--- src/verilog/rtrs_pkg.sv ---
// Package with register map, field layout and timing constants of the timers.
`default_nettype none
package rtrs_pkg;
    // Per-timer base word indices; the APB byte address is four times that.
    localparam logic [7:0] TIMER0_BASE = 8'h60;
    localparam logic [7:0] TIMER1_BASE = 8'h65;
    localparam logic [7:0] TIMER2_BASE = 8'h6F;
    localparam logic [7:0] TIMER3_BASE = 8'h74;
    // Register positions relative to the control register.
    localparam logic [7:0] OFS_CONTROL = 8'h00;
    localparam logic [7:0] OFS_IRQ_ENABLES = 8'h01;
    localparam logic [7:0] OFS_EVENT_FLAGS = 8'h02;
    localparam logic [7:0] OFS_COUNT_LOW = 8'h03;
    localparam logic [7:0] OFS_COUNT_HIGH = 8'h04;
    // Special timer register groups; index offsets are relative to base.
    localparam logic [7:0] OFS_SPECIAL_FIRST = 8'h05;
    localparam int CAPTURE_REGS = 5;
    localparam int COMPARE_REGS = 10;
    localparam int PWM_REGS = 19;
    localparam int SPECIAL3_REGS = 19;
    // Debug break register (own choice), word index.
    localparam logic [7:0] DEBUG_BREAK_IDX = 8'hC0;
    // Control field positions.
    localparam int CTL_HALT = 7;
    localparam int CTL_SRC_HI = 6;
    localparam int CTL_SRC_LO = 5;
    localparam int CTL_DIV_HI = 4;
    localparam int CTL_DIV_LO = 3;
    localparam int CTL_REPEAT = 2;
    localparam int CTL_RELOAD = 1;
    localparam int CTL_ENABLE = 0;
    localparam int FLAG_EOC = 0;
    localparam logic [7:0] CTL_RESET = 8'h00;
    localparam logic [7:0] IER_RESET = 8'h00;
    localparam logic [7:0] IER_MASK = 8'h7F;
    localparam logic [15:0] RELOAD_RESET = 16'h0000;
    // Count sources.
    localparam logic [1:0] SRC_PRESCALE = 2'b00;
    localparam logic [1:0] SRC_RTC = 2'b01;
    localparam logic [1:0] SRC_FALL = 2'b10;
    localparam logic [1:0] SRC_RISE = 2'b11;
    localparam int PRESCALE_BITS = 8;
    // Bus request bundle.
    typedef struct packed {
        logic write;
        logic [7:0] index;
        logic [7:0] data;
    } rtrs_req_t;
endpackage
`default_nettype wire

--- src/verilog/rtrs_timer.sv ---
// One 16-bit reload down-counter with its control, enable and flag registers.
`timescale 1ns/10ps
`default_nettype none
module rtrs_timer #(
    parameter int WIDTH = 16 // Counter width.
) (
    input wire logic clock, // System clock.
    input wire logic rst, // Asynchronous reset, active high.
    input wire logic ctlWrite, // Write strobe for the control register.
    input wire logic ierWrite, // Write strobe for the enable register.
    input wire logic rldLowWrite, // Write strobe for reload low byte.
    input wire logic rldHighWrite, // Write strobe for reload high byte.
    input wire logic flagRead, // Read strobe of the event flags.
    input wire logic [7:0] wdata, // Write data.
    input wire logic [rtrs_pkg::PRESCALE_BITS-1:0] prescale, // Prescaler.
    input wire logic rtcRise, // Real-time clock edge pulse.
    input wire logic evRise, // Event pin rising edge pulse.
    input wire logic evFall, // Event pin falling edge pulse.
    input wire logic debugBreak, // Debug break in progress.
    output logic [7:0] control, // Control register.
    output logic [7:0] irqEnables, // Interrupt enable register.
    output logic [7:0] eventFlags, // Event flag register.
    output logic [WIDTH-1:0] count, // Current count.
    output logic irq // Interrupt request, level.
);
    logic [WIDTH-1:0] reloadValue;
    logic [1:0] source;
    logic [1:0] divCode;
    logic tick;
    logic endOfCount;
    logic running;

    ////////////////////////////////////////////////////////////////////////
    // Select the count strobe; edges bypass the prescaler.
    assign source = control[rtrs_pkg::CTL_SRC_HI:rtrs_pkg::CTL_SRC_LO];
    assign divCode = control[rtrs_pkg::CTL_DIV_HI:rtrs_pkg::CTL_DIV_LO];
    always_comb begin
        unique case (source)
            rtrs_pkg::SRC_PRESCALE: begin
                unique case (divCode)
                    2'b00: tick = (prescale[1:0] == 2'b11);
                    2'b01: tick = (prescale[3:0] == 4'hF);
                    2'b10: tick = (prescale[5:0] == 6'h3F);
                    default: tick = (prescale == 8'hFF);
                endcase
            end
            rtrs_pkg::SRC_RTC: tick = rtcRise;
            rtrs_pkg::SRC_FALL: tick = evFall;
            default: tick = evRise;
        endcase
    end

    // Counting is paused during a break only when hold is requested.
    assign running = control[rtrs_pkg::CTL_ENABLE]
        && !(control[rtrs_pkg::CTL_HALT] && debugBreak);
    assign endOfCount = running && tick && (count == WIDTH'(1));

    ////////////////////////////////////////////////////////////////////////
    // Control register; single pass clears enable at end of count.
    always_ff @(posedge clock or posedge rst) begin
        if (rst) begin
            control <= rtrs_pkg::CTL_RESET;
        end else if (ctlWrite) begin
            control <= wdata;
        end else if (endOfCount && !control[rtrs_pkg::CTL_REPEAT]) begin
            control[rtrs_pkg::CTL_ENABLE] <= 1'b0;
        end
    end

    // Interrupt enable register.
    always_ff @(posedge clock or posedge rst) begin
        if (rst) begin
            irqEnables <= rtrs_pkg::IER_RESET;
        end else if (ierWrite) begin
            irqEnables <= wdata & rtrs_pkg::IER_MASK;
        end
    end

    // Write-only reload value, byte at a time.
    always_ff @(posedge clock or posedge rst) begin
        if (rst) begin
            reloadValue <= WIDTH'(rtrs_pkg::RELOAD_RESET);
        end else begin
            if (rldLowWrite) begin
                reloadValue[7:0] <= wdata;
            end
            if (rldHighWrite) begin
                reloadValue[WIDTH-1:8] <= wdata[WIDTH-9:0];
            end
        end
    end

    // Down-counter with forced and automatic reload.
    always_ff @(posedge clock or posedge rst) begin
        if (rst) begin
            count <= '0;
        end else if (ctlWrite && wdata[rtrs_pkg::CTL_RELOAD]) begin
            count <= reloadValue;
        end else if (endOfCount) begin
            if (control[rtrs_pkg::CTL_REPEAT]) begin
                count <= reloadValue;
            end else begin
                count <= '0;
            end
        end else if (running && tick) begin
            count <= count - WIDTH'(1);
        end
    end

    // Event flags: set wins over the clear-on-read.
    always_ff @(posedge clock or posedge rst) begin
        if (rst) begin
            eventFlags <= 8'h00;
        end else begin
            if (flagRead) begin
                eventFlags <= 8'h00;
            end
            if (endOfCount) begin
                eventFlags[rtrs_pkg::FLAG_EOC] <= 1'b1;
            end
        end
    end

    // Level request while an enabled flag stands.
    always_ff @(posedge clock or posedge rst) begin
        if (rst) begin
            irq <= 1'b0;
        end else begin
            irq <= |(eventFlags & irqEnables);
        end
    end
endmodule
`default_nettype wire

--- src/verilog/rtrs_top.sv ---
// APB register set holding four reload timers and special register groups.
//
// Function
// - Five byte registers per timer
// - Count read, reload written, same address
// - Count readable as high and low byte
// - Timer one adds capture control, two pairs
// - Timer three PWM shares capture/compare space
// - Capture and compare coexist, separate addresses
// - Two compare controls, four value pairs
// - Three PWM controls, rise/fall pairs
// - Halt bit holds count during break
// - Source field picks clock, RTC, edge
// - Prescale divides by 4/16/64/256
// - Single pass clears enable at end
// - Repeat mode reloads at end
// - Writing force reload loads counter
// - Enable bit starts and stops timer
// - Control registers at fixed addresses, zero reset
// - Edge sources bypass the prescaler
// - Reading event flags clears them
//
// Our own choice: register access over APB.
`timescale 1ns/10ps
`default_nettype none
module rtrs_top #(
    parameter int TIMERS = 4 // Number of timers.
) (
    input wire logic clock, // System clock, 20 MHz.
    input wire logic rst, // Asynchronous reset, active high.
    input wire logic psel, // APB select.
    input wire logic penable, // APB enable.
    input wire logic pwrite, // APB direction.
    input wire logic [11:0] paddr, // APB byte address.
    input wire logic [31:0] pwdata, // APB write data.
    output logic [31:0] prdata, // APB read data.
    output logic pready, // APB ready.
    output logic pslverr, // APB error on unmapped address.
    input wire logic rtcClock, // Real-time clock input.
    input wire logic [TIMERS-1:0] eventCountPin, // Event pins per timer.
    input wire logic debugBreakPin, // Debug break pin.
    output logic [TIMERS-1:0] irq // Interrupt per timer.
);
    localparam int NSPEC = rtrs_pkg::SPECIAL3_REGS;
    localparam int NCAP = rtrs_pkg::CAPTURE_REGS;
    localparam logic [7:0] BASES [4] = '{rtrs_pkg::TIMER0_BASE,
        rtrs_pkg::TIMER1_BASE, rtrs_pkg::TIMER2_BASE,
        rtrs_pkg::TIMER3_BASE};
    rtrs_pkg::rtrs_req_t req;
    logic access;
    logic [7:0] ctlQ [TIMERS];
    logic [7:0] ierQ [TIMERS];
    logic [7:0] iirQ [TIMERS];
    logic [15:0] cntQ [TIMERS];
    logic [TIMERS-1:0] irqQ;
    logic [TIMERS-1:0] ctlWr, ierWr, rlLoWr, rlHiWr, iirRd;
    logic [7:0] prescale;
    logic [2:0] rtcSync;
    logic [TIMERS-1:0] evMeta, evSync, evLast;
    logic breakMeta, breakSync;
    logic [1:0] debugBreakReg;
    // Timer-one capture group and timer-three shared group storage.
    logic [7:0] captureRegs [NCAP];
    logic [7:0] specialRegs [NSPEC];
    logic mapped;
    logic rtcRise;
    logic [TIMERS-1:0] evRise;
    logic [TIMERS-1:0] evFall;
    logic [7:0] next_rdata;
    logic next_err;
    logic [7:0] off;
    logic hit;

    ////////////////////////////////////////////////////////////////////////
    // Decode of the APB request into a word index.
    assign req = {pwrite, paddr[9:2], pwdata[7:0]};

    // Only the lowest kilobyte is decoded; a refused write must not land.
    assign mapped = (paddr[11:10] == 2'b00);
    assign access = psel && penable && pready && mapped;

    // One wait state: pready rises in the second access cycle.
    always_ff @(posedge clock or posedge rst) begin
        if (rst) begin
            pready <= 1'b0;
        end else begin
            pready <= psel && !pready && penable;
        end
    end

    ////////////////////////////////////////////////////////////////////////
    // Synchronise pins and the free-running prescaler.
    always_ff @(posedge clock or posedge rst) begin
        if (rst) begin
            rtcSync <= 3'b000;
            evMeta <= '0;
            evSync <= '0;
            evLast <= '0;
            breakMeta <= 1'b0;
            breakSync <= 1'b0;
        end else begin
            rtcSync <= {rtcSync[1:0], rtcClock};
            evMeta <= eventCountPin;
            evSync <= evMeta;
            evLast <= evSync;
            breakMeta <= debugBreakPin;
            breakSync <= breakMeta;
        end
    end

    // Edge pulses from the second synchroniser stage and its delayed copy.
    assign rtcRise = rtcSync[1] && !rtcSync[2];
    assign evRise = evSync & ~evLast;
    assign evFall = ~evSync & evLast;

    // Prescaler counter shared by all timers.
    always_ff @(posedge clock or posedge rst) begin
        if (rst) begin
            prescale <= 8'h00;
        end else begin
            prescale <= prescale + 8'h01;
        end
    end

    ////////////////////////////////////////////////////////////////////////
    // Per-timer strobes from the decoded index.
    always_comb begin
        ctlWr = '0;
        ierWr = '0;
        rlLoWr = '0;
        rlHiWr = '0;
        iirRd = '0;
        for (int t = 0; t < TIMERS; t++) begin
            if (access && req.index == BASES[t] + rtrs_pkg::OFS_CONTROL) begin
                ctlWr[t] = req.write;
            end
            if (access
                && req.index == BASES[t] + rtrs_pkg::OFS_IRQ_ENABLES) begin
                ierWr[t] = req.write;
            end
            if (access
                && req.index == BASES[t] + rtrs_pkg::OFS_EVENT_FLAGS) begin
                iirRd[t] = !req.write;
            end
            if (access
                && req.index == BASES[t] + rtrs_pkg::OFS_COUNT_LOW) begin
                rlLoWr[t] = req.write;
            end
            if (access
                && req.index == BASES[t] + rtrs_pkg::OFS_COUNT_HIGH) begin
                rlHiWr[t] = req.write;
            end
        end
    end

    // Four timers, each with its own five byte registers.
    for (genvar g = 0; g < TIMERS; g++) begin : gTimer
        rtrs_timer #(
            .WIDTH(16)
        ) uTimer (
            .clock(clock),
            .rst(rst),
            .ctlWrite(ctlWr[g]),
            .ierWrite(ierWr[g]),
            .rldLowWrite(rlLoWr[g]),
            .rldHighWrite(rlHiWr[g]),
            .flagRead(iirRd[g]),
            .wdata(req.data),
            .prescale(prescale),
            .rtcRise(rtcRise),
            .evRise(evRise[g]),
            .evFall(evFall[g]),
            .debugBreak(breakSync || debugBreakReg[0]),
            .control(ctlQ[g]),
            .irqEnables(ierQ[g]),
            .eventFlags(iirQ[g]),
            .count(cntQ[g]),
            .irq(irqQ[g])
        );
    end

    // Interrupt outputs registered once more after the timer flip-flops.
    always_ff @(posedge clock or posedge rst) begin
        if (rst) begin
            irq <= '0;
        end else begin
            irq <= irqQ;
        end
    end

    ////////////////////////////////////////////////////////////////////////
    // Software debug break register.
    always_ff @(posedge clock or posedge rst) begin
        if (rst) begin
            debugBreakReg <= 2'b00;
        end else if (access && req.write
                     && req.index == rtrs_pkg::DEBUG_BREAK_IDX) begin
            debugBreakReg <= req.data[1:0];
        end
    end

    // Timer-one capture group storage: control plus two value pairs.
    always_ff @(posedge clock or posedge rst) begin
        if (rst) begin
            for (int i = 0; i < NCAP; i++) begin
                captureRegs[i] <= 8'h00;
            end
        end else if (access && req.write) begin
            for (int i = 0; i < NCAP; i++) begin
                if (req.index == BASES[1] + rtrs_pkg::OFS_SPECIAL_FIRST
                    + 8'(i)) begin
                    captureRegs[i] <= req.data;
                end
            end
        end
    end

    // Timer-three group: capture then compare in separate slots; PWM
    // overlays the same slots, so software uses one or the other.
    always_ff @(posedge clock or posedge rst) begin
        if (rst) begin
            for (int i = 0; i < NSPEC; i++) begin
                specialRegs[i] <= 8'h00;
            end
        end else if (access && req.write) begin
            for (int i = 0; i < NSPEC; i++) begin
                if (req.index == BASES[3] + rtrs_pkg::OFS_SPECIAL_FIRST
                    + 8'(i)) begin
                    specialRegs[i] <= req.data;
                end
            end
        end
    end

    ////////////////////////////////////////////////////////////////////////
    // Read multiplexer with error on unmapped indices.
    always_comb begin
        next_rdata = 8'h00;
        next_err = 1'b1;
        off = 8'h00;
        hit = 1'b0;
        if (req.index == rtrs_pkg::DEBUG_BREAK_IDX) begin
            next_rdata = {6'b000000, debugBreakReg};
            next_err = 1'b0;
        end
        for (int t = 0; t < TIMERS; t++) begin
            off = req.index - BASES[t];
            hit = req.index >= BASES[t]
                && off <= rtrs_pkg::OFS_COUNT_HIGH;
            if (hit) begin
                next_err = 1'b0;
                unique case (off)
                    rtrs_pkg::OFS_CONTROL: next_rdata = ctlQ[t];
                    rtrs_pkg::OFS_IRQ_ENABLES: next_rdata = ierQ[t];
                    rtrs_pkg::OFS_EVENT_FLAGS: next_rdata = iirQ[t];
                    rtrs_pkg::OFS_COUNT_LOW: begin
                        next_rdata = cntQ[t][7:0];
                    end
                    default: next_rdata = cntQ[t][15:8];
                endcase
            end
        end
        for (int i = 0; i < NCAP; i++) begin
            if (req.index == BASES[1] + rtrs_pkg::OFS_SPECIAL_FIRST
                + 8'(i)) begin
                next_rdata = captureRegs[i];
                next_err = 1'b0;
            end
        end
        for (int i = 0; i < NSPEC; i++) begin
            if (req.index == BASES[3] + rtrs_pkg::OFS_SPECIAL_FIRST
                + 8'(i)) begin
                // Shared slots read back whatever mode wrote them last.
                next_rdata = specialRegs[i];
                next_err = 1'b0;
            end
        end
        if (!mapped) begin
            next_err = 1'b1;
            next_rdata = 8'h00;
        end
    end

    // Registered read data and error, valid with pready.
    always_ff @(posedge clock or posedge rst) begin
        if (rst) begin
            prdata <= 32'h0000_0000;
            pslverr <= 1'b0;
        end else if (psel && penable && !pready) begin
            prdata <= {24'h00_0000, next_rdata};
            pslverr <= next_err;
        end else begin
            pslverr <= 1'b0;
        end
    end
endmodule
`default_nettype wire

--- config.mk ---
export PLATFORM = sky130hd
export DESIGN_NAME = rtrs_top
export DESIGN_NICKNAME = d
export VERILOG_FILES = /design/src/verilog/rtrs_pkg.sv /design/src/verilog/rtrs_timer.sv /design/src/verilog/rtrs_top.sv
export SDC_FILE = /design/constraint.sdc
export NUM_CORES = 1
export LEC_CHECK = 0
export BUFFER_PORTS_ARGS = -buffer_cell sky130_fd_sc_hd__buf_4
export CELL_PAD_IN_SITES_DETAIL_PLACEMENT = 0
export CELL_PAD_IN_SITES_GLOBAL_PLACEMENT = 1
export CORE_UTILIZATION = 54
export DETAILED_ROUTE_END_ITERATION = 8
export GPL_ROUTABILITY_DRIVEN = 1
export PLACE_DENSITY_LB_ADDON = 0.1
export SLEW_MARGIN = 20
export SYNTH_ARGS = -nofsm -noshare
export SYNTH_HDL_FRONTEND = slang
export SYNTH_SLANG_ARGS = --single-unit
export TNS_END_PERCENT = 1
--- constraint.sdc ---
create_clock -name clock -period 23.4 [get_ports clock]
set_input_delay 3.51 -clock clock [delete_from_list [all_inputs] [get_ports clock]]
set_output_delay 3.51 -clock clock [all_outputs]
set_load 0.005 [all_outputs]
Word level (Yosys, flattened, before mapping)

Cells that the tools add are included.

Register bits after elaboration: 429
Input port bits: 55
Logic and storage cells: 421
Output and inout bits: 38

Muxes and demuxes: 125
Equal/unequal tests: 81
Bitwise logic cells: 8
Reduce and logical (&&, ||, !) cells: 122
Magnitude comparators: 8
Add/subtract/negate cells: 9

Operators by type and width:

| cell                                                            | count |
|---|---|
| equality test 8 x 7 -> 1 bit (second input constant)            | 32 |
| 2-to-1 mux 16 bit                                               | 16 |
| 2-to-1 mux 8 bit                                                | 29 |
| one-hot mux 8 bit (4 select lines)                              | 4 |
| equality test 8 bit (second input constant)                     | 14 |
| 2-to-1 mux 1 bit                                                | 67 |
| equality test 16 x 1 -> 1 bit (second input constant)           | 4 |
| equality test 8 x 2 -> 1 bit (second input constant)            | 8 |
| subtractor 16 x 1 -> 16 bit (second input constant)             | 4 |
| logical AND 1 bit                                               | 57 |
| AND reduction 2 bit                                             | 24 |
| equality test 8 x 1 -> 1 bit (second input constant)            | 4 |
| >= comparator 8 x 7 -> 1 bit (second input constant)            | 4 |
| less-or-equal comparator 8 x 3 -> 1 bit (second input constant) | 4 |
| zero test 8 bit                                                 | 4 |
| OR reduction 8 bit                                              | 4 |
| subtractor 8 x 7 -> 8 bit (second input constant)               | 4 |
| bitwise AND 1 x 7 -> 7 bit                                      | 4 |
| one-hot mux 1 bit (3 select lines)                              | 8 |
| equality test 2 bit (second input constant)                     | 9 |
| zero test 2 bit                                                 | 9 |
| equality test 2 x 1 -> 1 bit (second input constant)            | 8 |
| nonzero test 2 bit                                              | 8 |
| nonzero test 3 bit                                              | 4 |
| other kinds (8)                                                 | 20 |

Longest topological paths before layout

Depth in word-level cells: 33
Gate-level depth with buffers: 12
Gate-level depth less buffers: 9

Cells and area by module

Synthesis repeated with hierarchy kept, for this count alone.

Cell total of the unflattened synthesis: 2243
Area, all modules: 24015.5 um^2

By module, submodules not included:

| module     | times used | seq. area each (um^2) | cells an instance | area an instance (um^2) |
|---|---|---|---|---|
| rtrs_top   | 1          | 5830.6                | 1243              | 13370.3 |
| rtrs_timer | 4          | 1226.2                | 250               | 2661.3 |

Least setup slack after synthesis

OpenSTA, ideal clock, no wires.

Path kind: input -> register
Start: in paddr[7]
End: reg prdata[4]
Buffers on the path: 1
Slack: 17962 ps
Stages on the path: 9
Arrival time: 5312 ps
Library setup time: 126 ps
Data required time: 23274 ps
Path through: ha_1 > nor3b_1 > and3_1 > buf_2 > a211oi_1 > or4_1 > nor4_1 > o31a_1 > o21ai_1

Longest elaborated chain between the ends: 32
Elaborated cells on any way between the ends: 89
Those cells by class: 4 x add/sub; 8 x order compare; 36 x eq/ne; 33 x mux; 8 x reduce/logical

RTL lines:

| what                                                                    | line                             | text |
|---|---|---|
| from (decl)                                                             | rtrs_top.sv:34                   | `input wire logic [11:0] paddr,` |
| subtractor 8 x 7 -> 8 bit                                               | rtrs_top.sv:247                  | `off = req.index - BASES[t];` |
| less-or-equal comparator 8 x 3 -> 1 bit (tied with other cells)         | rtrs_top.sv:249                  | `&& off <= rtrs_pkg::OFS_COUNT_HIGH;` |
| logical AND 1 bit or one-hot mux 8 bit (4 select lines) (tied branches) | rtrs_top.sv:249, rtrs_top.sv:252 |  |
| 2-to-1 mux 8 bit (4 in series)                                          | rtrs_top.sv:250                  | `if (hit) begin` |
| 2-to-1 mux 8 bit (5 in series)                                          | rtrs_top.sv:264                  | `if (req.index == BASES[1] + rtrs_pkg::OFS_SPECIAL_FIRST` |
| 2-to-1 mux 8 bit (18 in series)                                         | rtrs_top.sv:271                  | `if (req.index == BASES[3] + rtrs_pkg::OFS_SPECIAL_FIRST` |
| 2-to-1 mux 8 bit (*)                                                    | rtrs_top.sv:271                  |  |
| 2-to-1 mux 8 bit (*)                                                    | rtrs_top.sv:278                  | `if (!mapped) begin` |
| to (signal assigned)                                                    | rtrs_top.sv:290                  | `prdata <= {24'h00_0000, next_rdata};` |
| to (decl)                                                               | rtrs_top.sv:36                   | `output logic [31:0] prdata,` |

Mark *: on every way between the ends. The rest lies on a longest branch, timed or not.
A chain may end at the register's enable or synchronous reset.

Final worst setup path

Start: in paddr[2]
End: reg prdata[2]

Same word-level chain as after synthesis.

==> impl_metrics.toml <==
[route]
ant_nets = 0
vias = 18225
drtIter0Drc = 2230
viasPerCell = 6.71
routedWlPerCell_um = 26.6
firstDrtPassIters = 9
drc = 2
wl_mm = 72.4

[global_routing]
grt.overflow.total = 0
grt_pass1_wl_mm = 110
antenna_found_initial = 4
grt_max_degree = 150
grt_pass1_vias = 17452
grt_use_total_pct = 34.6

[timing]
slew_viol_final = 0
rsz0062_at_grt = "false"
hold_ws_ns = 0.346
hold_viol_final = 0
slew_headroom_pct = 29.3
period_share_pct = 30.9
skew_ns = 0.0231
min_period_ns = 7.23
worstMarginPinSlew_ns = 1.06
setup_viol = 0
tns_ns = 0
fmax_mhz = 138

[clock_tree]
clock-sinks = 429
h-tree-depth = 2
post_cts_buffers = 0
root_buffer = "clkbuf_16"
clock_path_buffers = 3
hold_buffers = 0
cts_inserted_buffers = 47
clock_latency_ns = 0.59
cts_tree = "yes"
clk_pin_slew_ns = 0.06
cts_resized = 0

[power_and_ir_drop]
totalPowerFinal_uw = 1700
p_leak_uw = 0.0109
p_per_area_mw_per_mm2 = 68.8
ir_worst_vdd_mv = 0.0582

[critical_path]
worstPathRequired_ns = 23.86
critPathMaxFanout = 36
end_kind = "flop"
worst-setup-path-type = "in2reg"
worstPathArrival_ns = 7.70
reg2reg_slack_ns = 20.19
start_kind = "primary input"

[synthesis]
synth_seq_cells = 429
synth.top_cell.area_share_pct = 47.3
synth_mux_area_share_pct = 16.8
synth_most_common_cell = "dfrtp_1"
synth_xor_area_share_pct = 0.458
synth_edf_count = 0
synth_ff_type = "dfrtp_1"
avgSynthCellArea_um2 = 10.5
yosysTopAreaCell = "dfrtp_1"
synth-compound-area-share_pct = 16.0
yosys-top-cells-count = "dfrtp_1, mux2_2, nand2_1"
ys_warn_count = 0
async_flop_share_pct = 100
synth_area_leaders = "dfrtp_1, mux2_2, o21ai_0"
postSynthCellCount = 2170
synthSimpleGateAreaFrac_pct = 14.5
yosysSeqAreaShare_pct = 47.3
synth_cell_types = 99
synthAdderAreaFrac_pct = 0.552
synth_top_family_by_area = "multiplexers"
syn_area_mm2 = 0.0227

[floorplanning]
die-area_mm2 = 0.0428
start_util_pct = 55.2
ios = 93
core_mm2 = 0.0411
rows = 74
die_x_um = 207
die_y_um = 207

[run_status]
violations = "design-rule violations"
status = "finished, violations left"

[final_layout]
regArea_mm2 = 0.0107
stdcell_area_mm2 = 0.0247
drive_above_1_share_pct = 23.8
nFillCells = 3491
multi_input_area_mm2 = 0.0111
layout.nets = 2212
syn2layout_area_growth_pct = 8.98

[placement]
dp.final_hpwl_mm = 48.0
portBuffers = 42
finalWeightedCongestion = 0.957
placed_cell_area_mm2 = 0.0231

[hold_path]
hold_class = "reg2reg"

[run]
drv_cap = 0
==> cells in the final DEF (no fill, tap or decap), types with 15 or more instances in the layout <==
cell type | netlist | final
inv_1 | 32 | 31
nor3_1 | 48 | 47
conb_1 | 1 | 24
nor4_1 | 16 | 16
nor2_2 | 31 | 31
nor2_1 | 142 | 142
a22oi_1 | 34 | 34
dfrtp_1 | 429 | 429
mux2_2 | 305 | 305
nand2b_1 | 16 | 16
buf_4 | 38 | 65
nand3_1 | 56 | 56
o21ai_0 | 147 | 147
a21oi_1 | 108 | 107
o211ai_1 | 30 | 30
nand4_1 | 15 | 15
mux2i_1 | 36 | 36
nand2_1 | 181 | 181
a31oi_1 | 23 | 23
clkbuf_16 | 0 | 48
o22ai_1 | 30 | 30
==> where the power goes <==
group,total (µW),internal [µW],switching [µW]
registers,787,758,29.2
logic,134,41.4,92.9
clock network,778,463,315
==> cells by family after synthesis <==
| logic type | Yosys count |
|---|---|
| and+or+nand+nor | 631 |
| xor gates and xnor gates | 11 |
| other | 1 |
| adders and majority gates | 10 |
| buffers and inverters | 193 |
| DFF | 429 |
| muxes | 342 |
| AOI/OAI and AO/OA | 553 |
==> flip-flops by register name, summed over array words and instances, names as in the netlist, 2 cells and up <==
signal                     flops
prescale                       8
gTimer.uTimer.control         32
gTimer.uTimer.irqEnables      28
gTimer.uTimer.eventFlags       4
irq                            4
gTimer.uTimer.reloadValue     64
prdata                         8
captureRegs                   40
evSync                         4
debugBreakReg                  2
gTimer.uTimer.irq              4
rtcSync                        3
specialRegs                  152
evMeta                         4
gTimer.uTimer.count           64
evLast                         4
==> worst paths after layout <==
check                                                                     to                            from  depth (start not counted)
worst max-delay path                                   prdata[2]$_DFFE_PP0P_                        paddr[2]                          9
worst min register to register                              irq[0]$_DFF_PP0_  gTimer[0].uTimer.irq$_DFF_PP0_                          0
min in group asynchronous                       specialRegs[123]$_DFFE_PP0P_                             rst                          2
max in group asynchronous       gTimer[3].uTimer.reloadValue[14]$_DFFE_PP0P_                             rst                          4
worst max register to register        gTimer[3].uTimer.count[12]$_DFFE_PP0P_                pready$_DFF_PP0_                          5
worst min-delay path                                        irq[0]$_DFF_PP0_  gTimer[0].uTimer.irq$_DFF_PP0_                          0
==> worst max-delay path: stages <==
cell and delay [ns]:
buf_4 0.30, buf_4 0.54, buf_4 0.50, and2_1 0.91, nand2_1 0.69, o221ai_1 0.45, a22oi_1 0.20, o31ai_1 0.39
a21oi_1 0.12
==> stage by stage <==
step	setup WS, ns	utilization, %	cells
floorplan	7.94	-	2193
global placement	15.80	56.2	2630
detailed placement	15.80	56.2	2630
CTS	16.42	60.1	2715
global route	16.16	60.1	2715
finish	16.17	60.1	2718
==> per-layer routing <==
metal | wire, µm | GRT usage [%] | vias to the layer above
li1 | - | - | 7952
met1 | 31400 | 49.5 | 9235
met2 | 32500 | 52.1 | 843
met3 | 5730 | 5.64 | 189
met4 | 2810 | 14.2 | 6
met5 | 41 | 0 | -
==> area by class of cell <==
type | instances | share of cell area, %
clock inverter | 18 | 0.952
sequential | 429 | 43.4
clock buffer | 67 | 5.55
multi-input combinational | 1571 | 44.8
tap | 532 | 2.69
antenna | 3 | 0.0304
timing repair buffer | 66 | 2.05
inverter | 32 | 0.516
(Power assumes the default switching activity.)
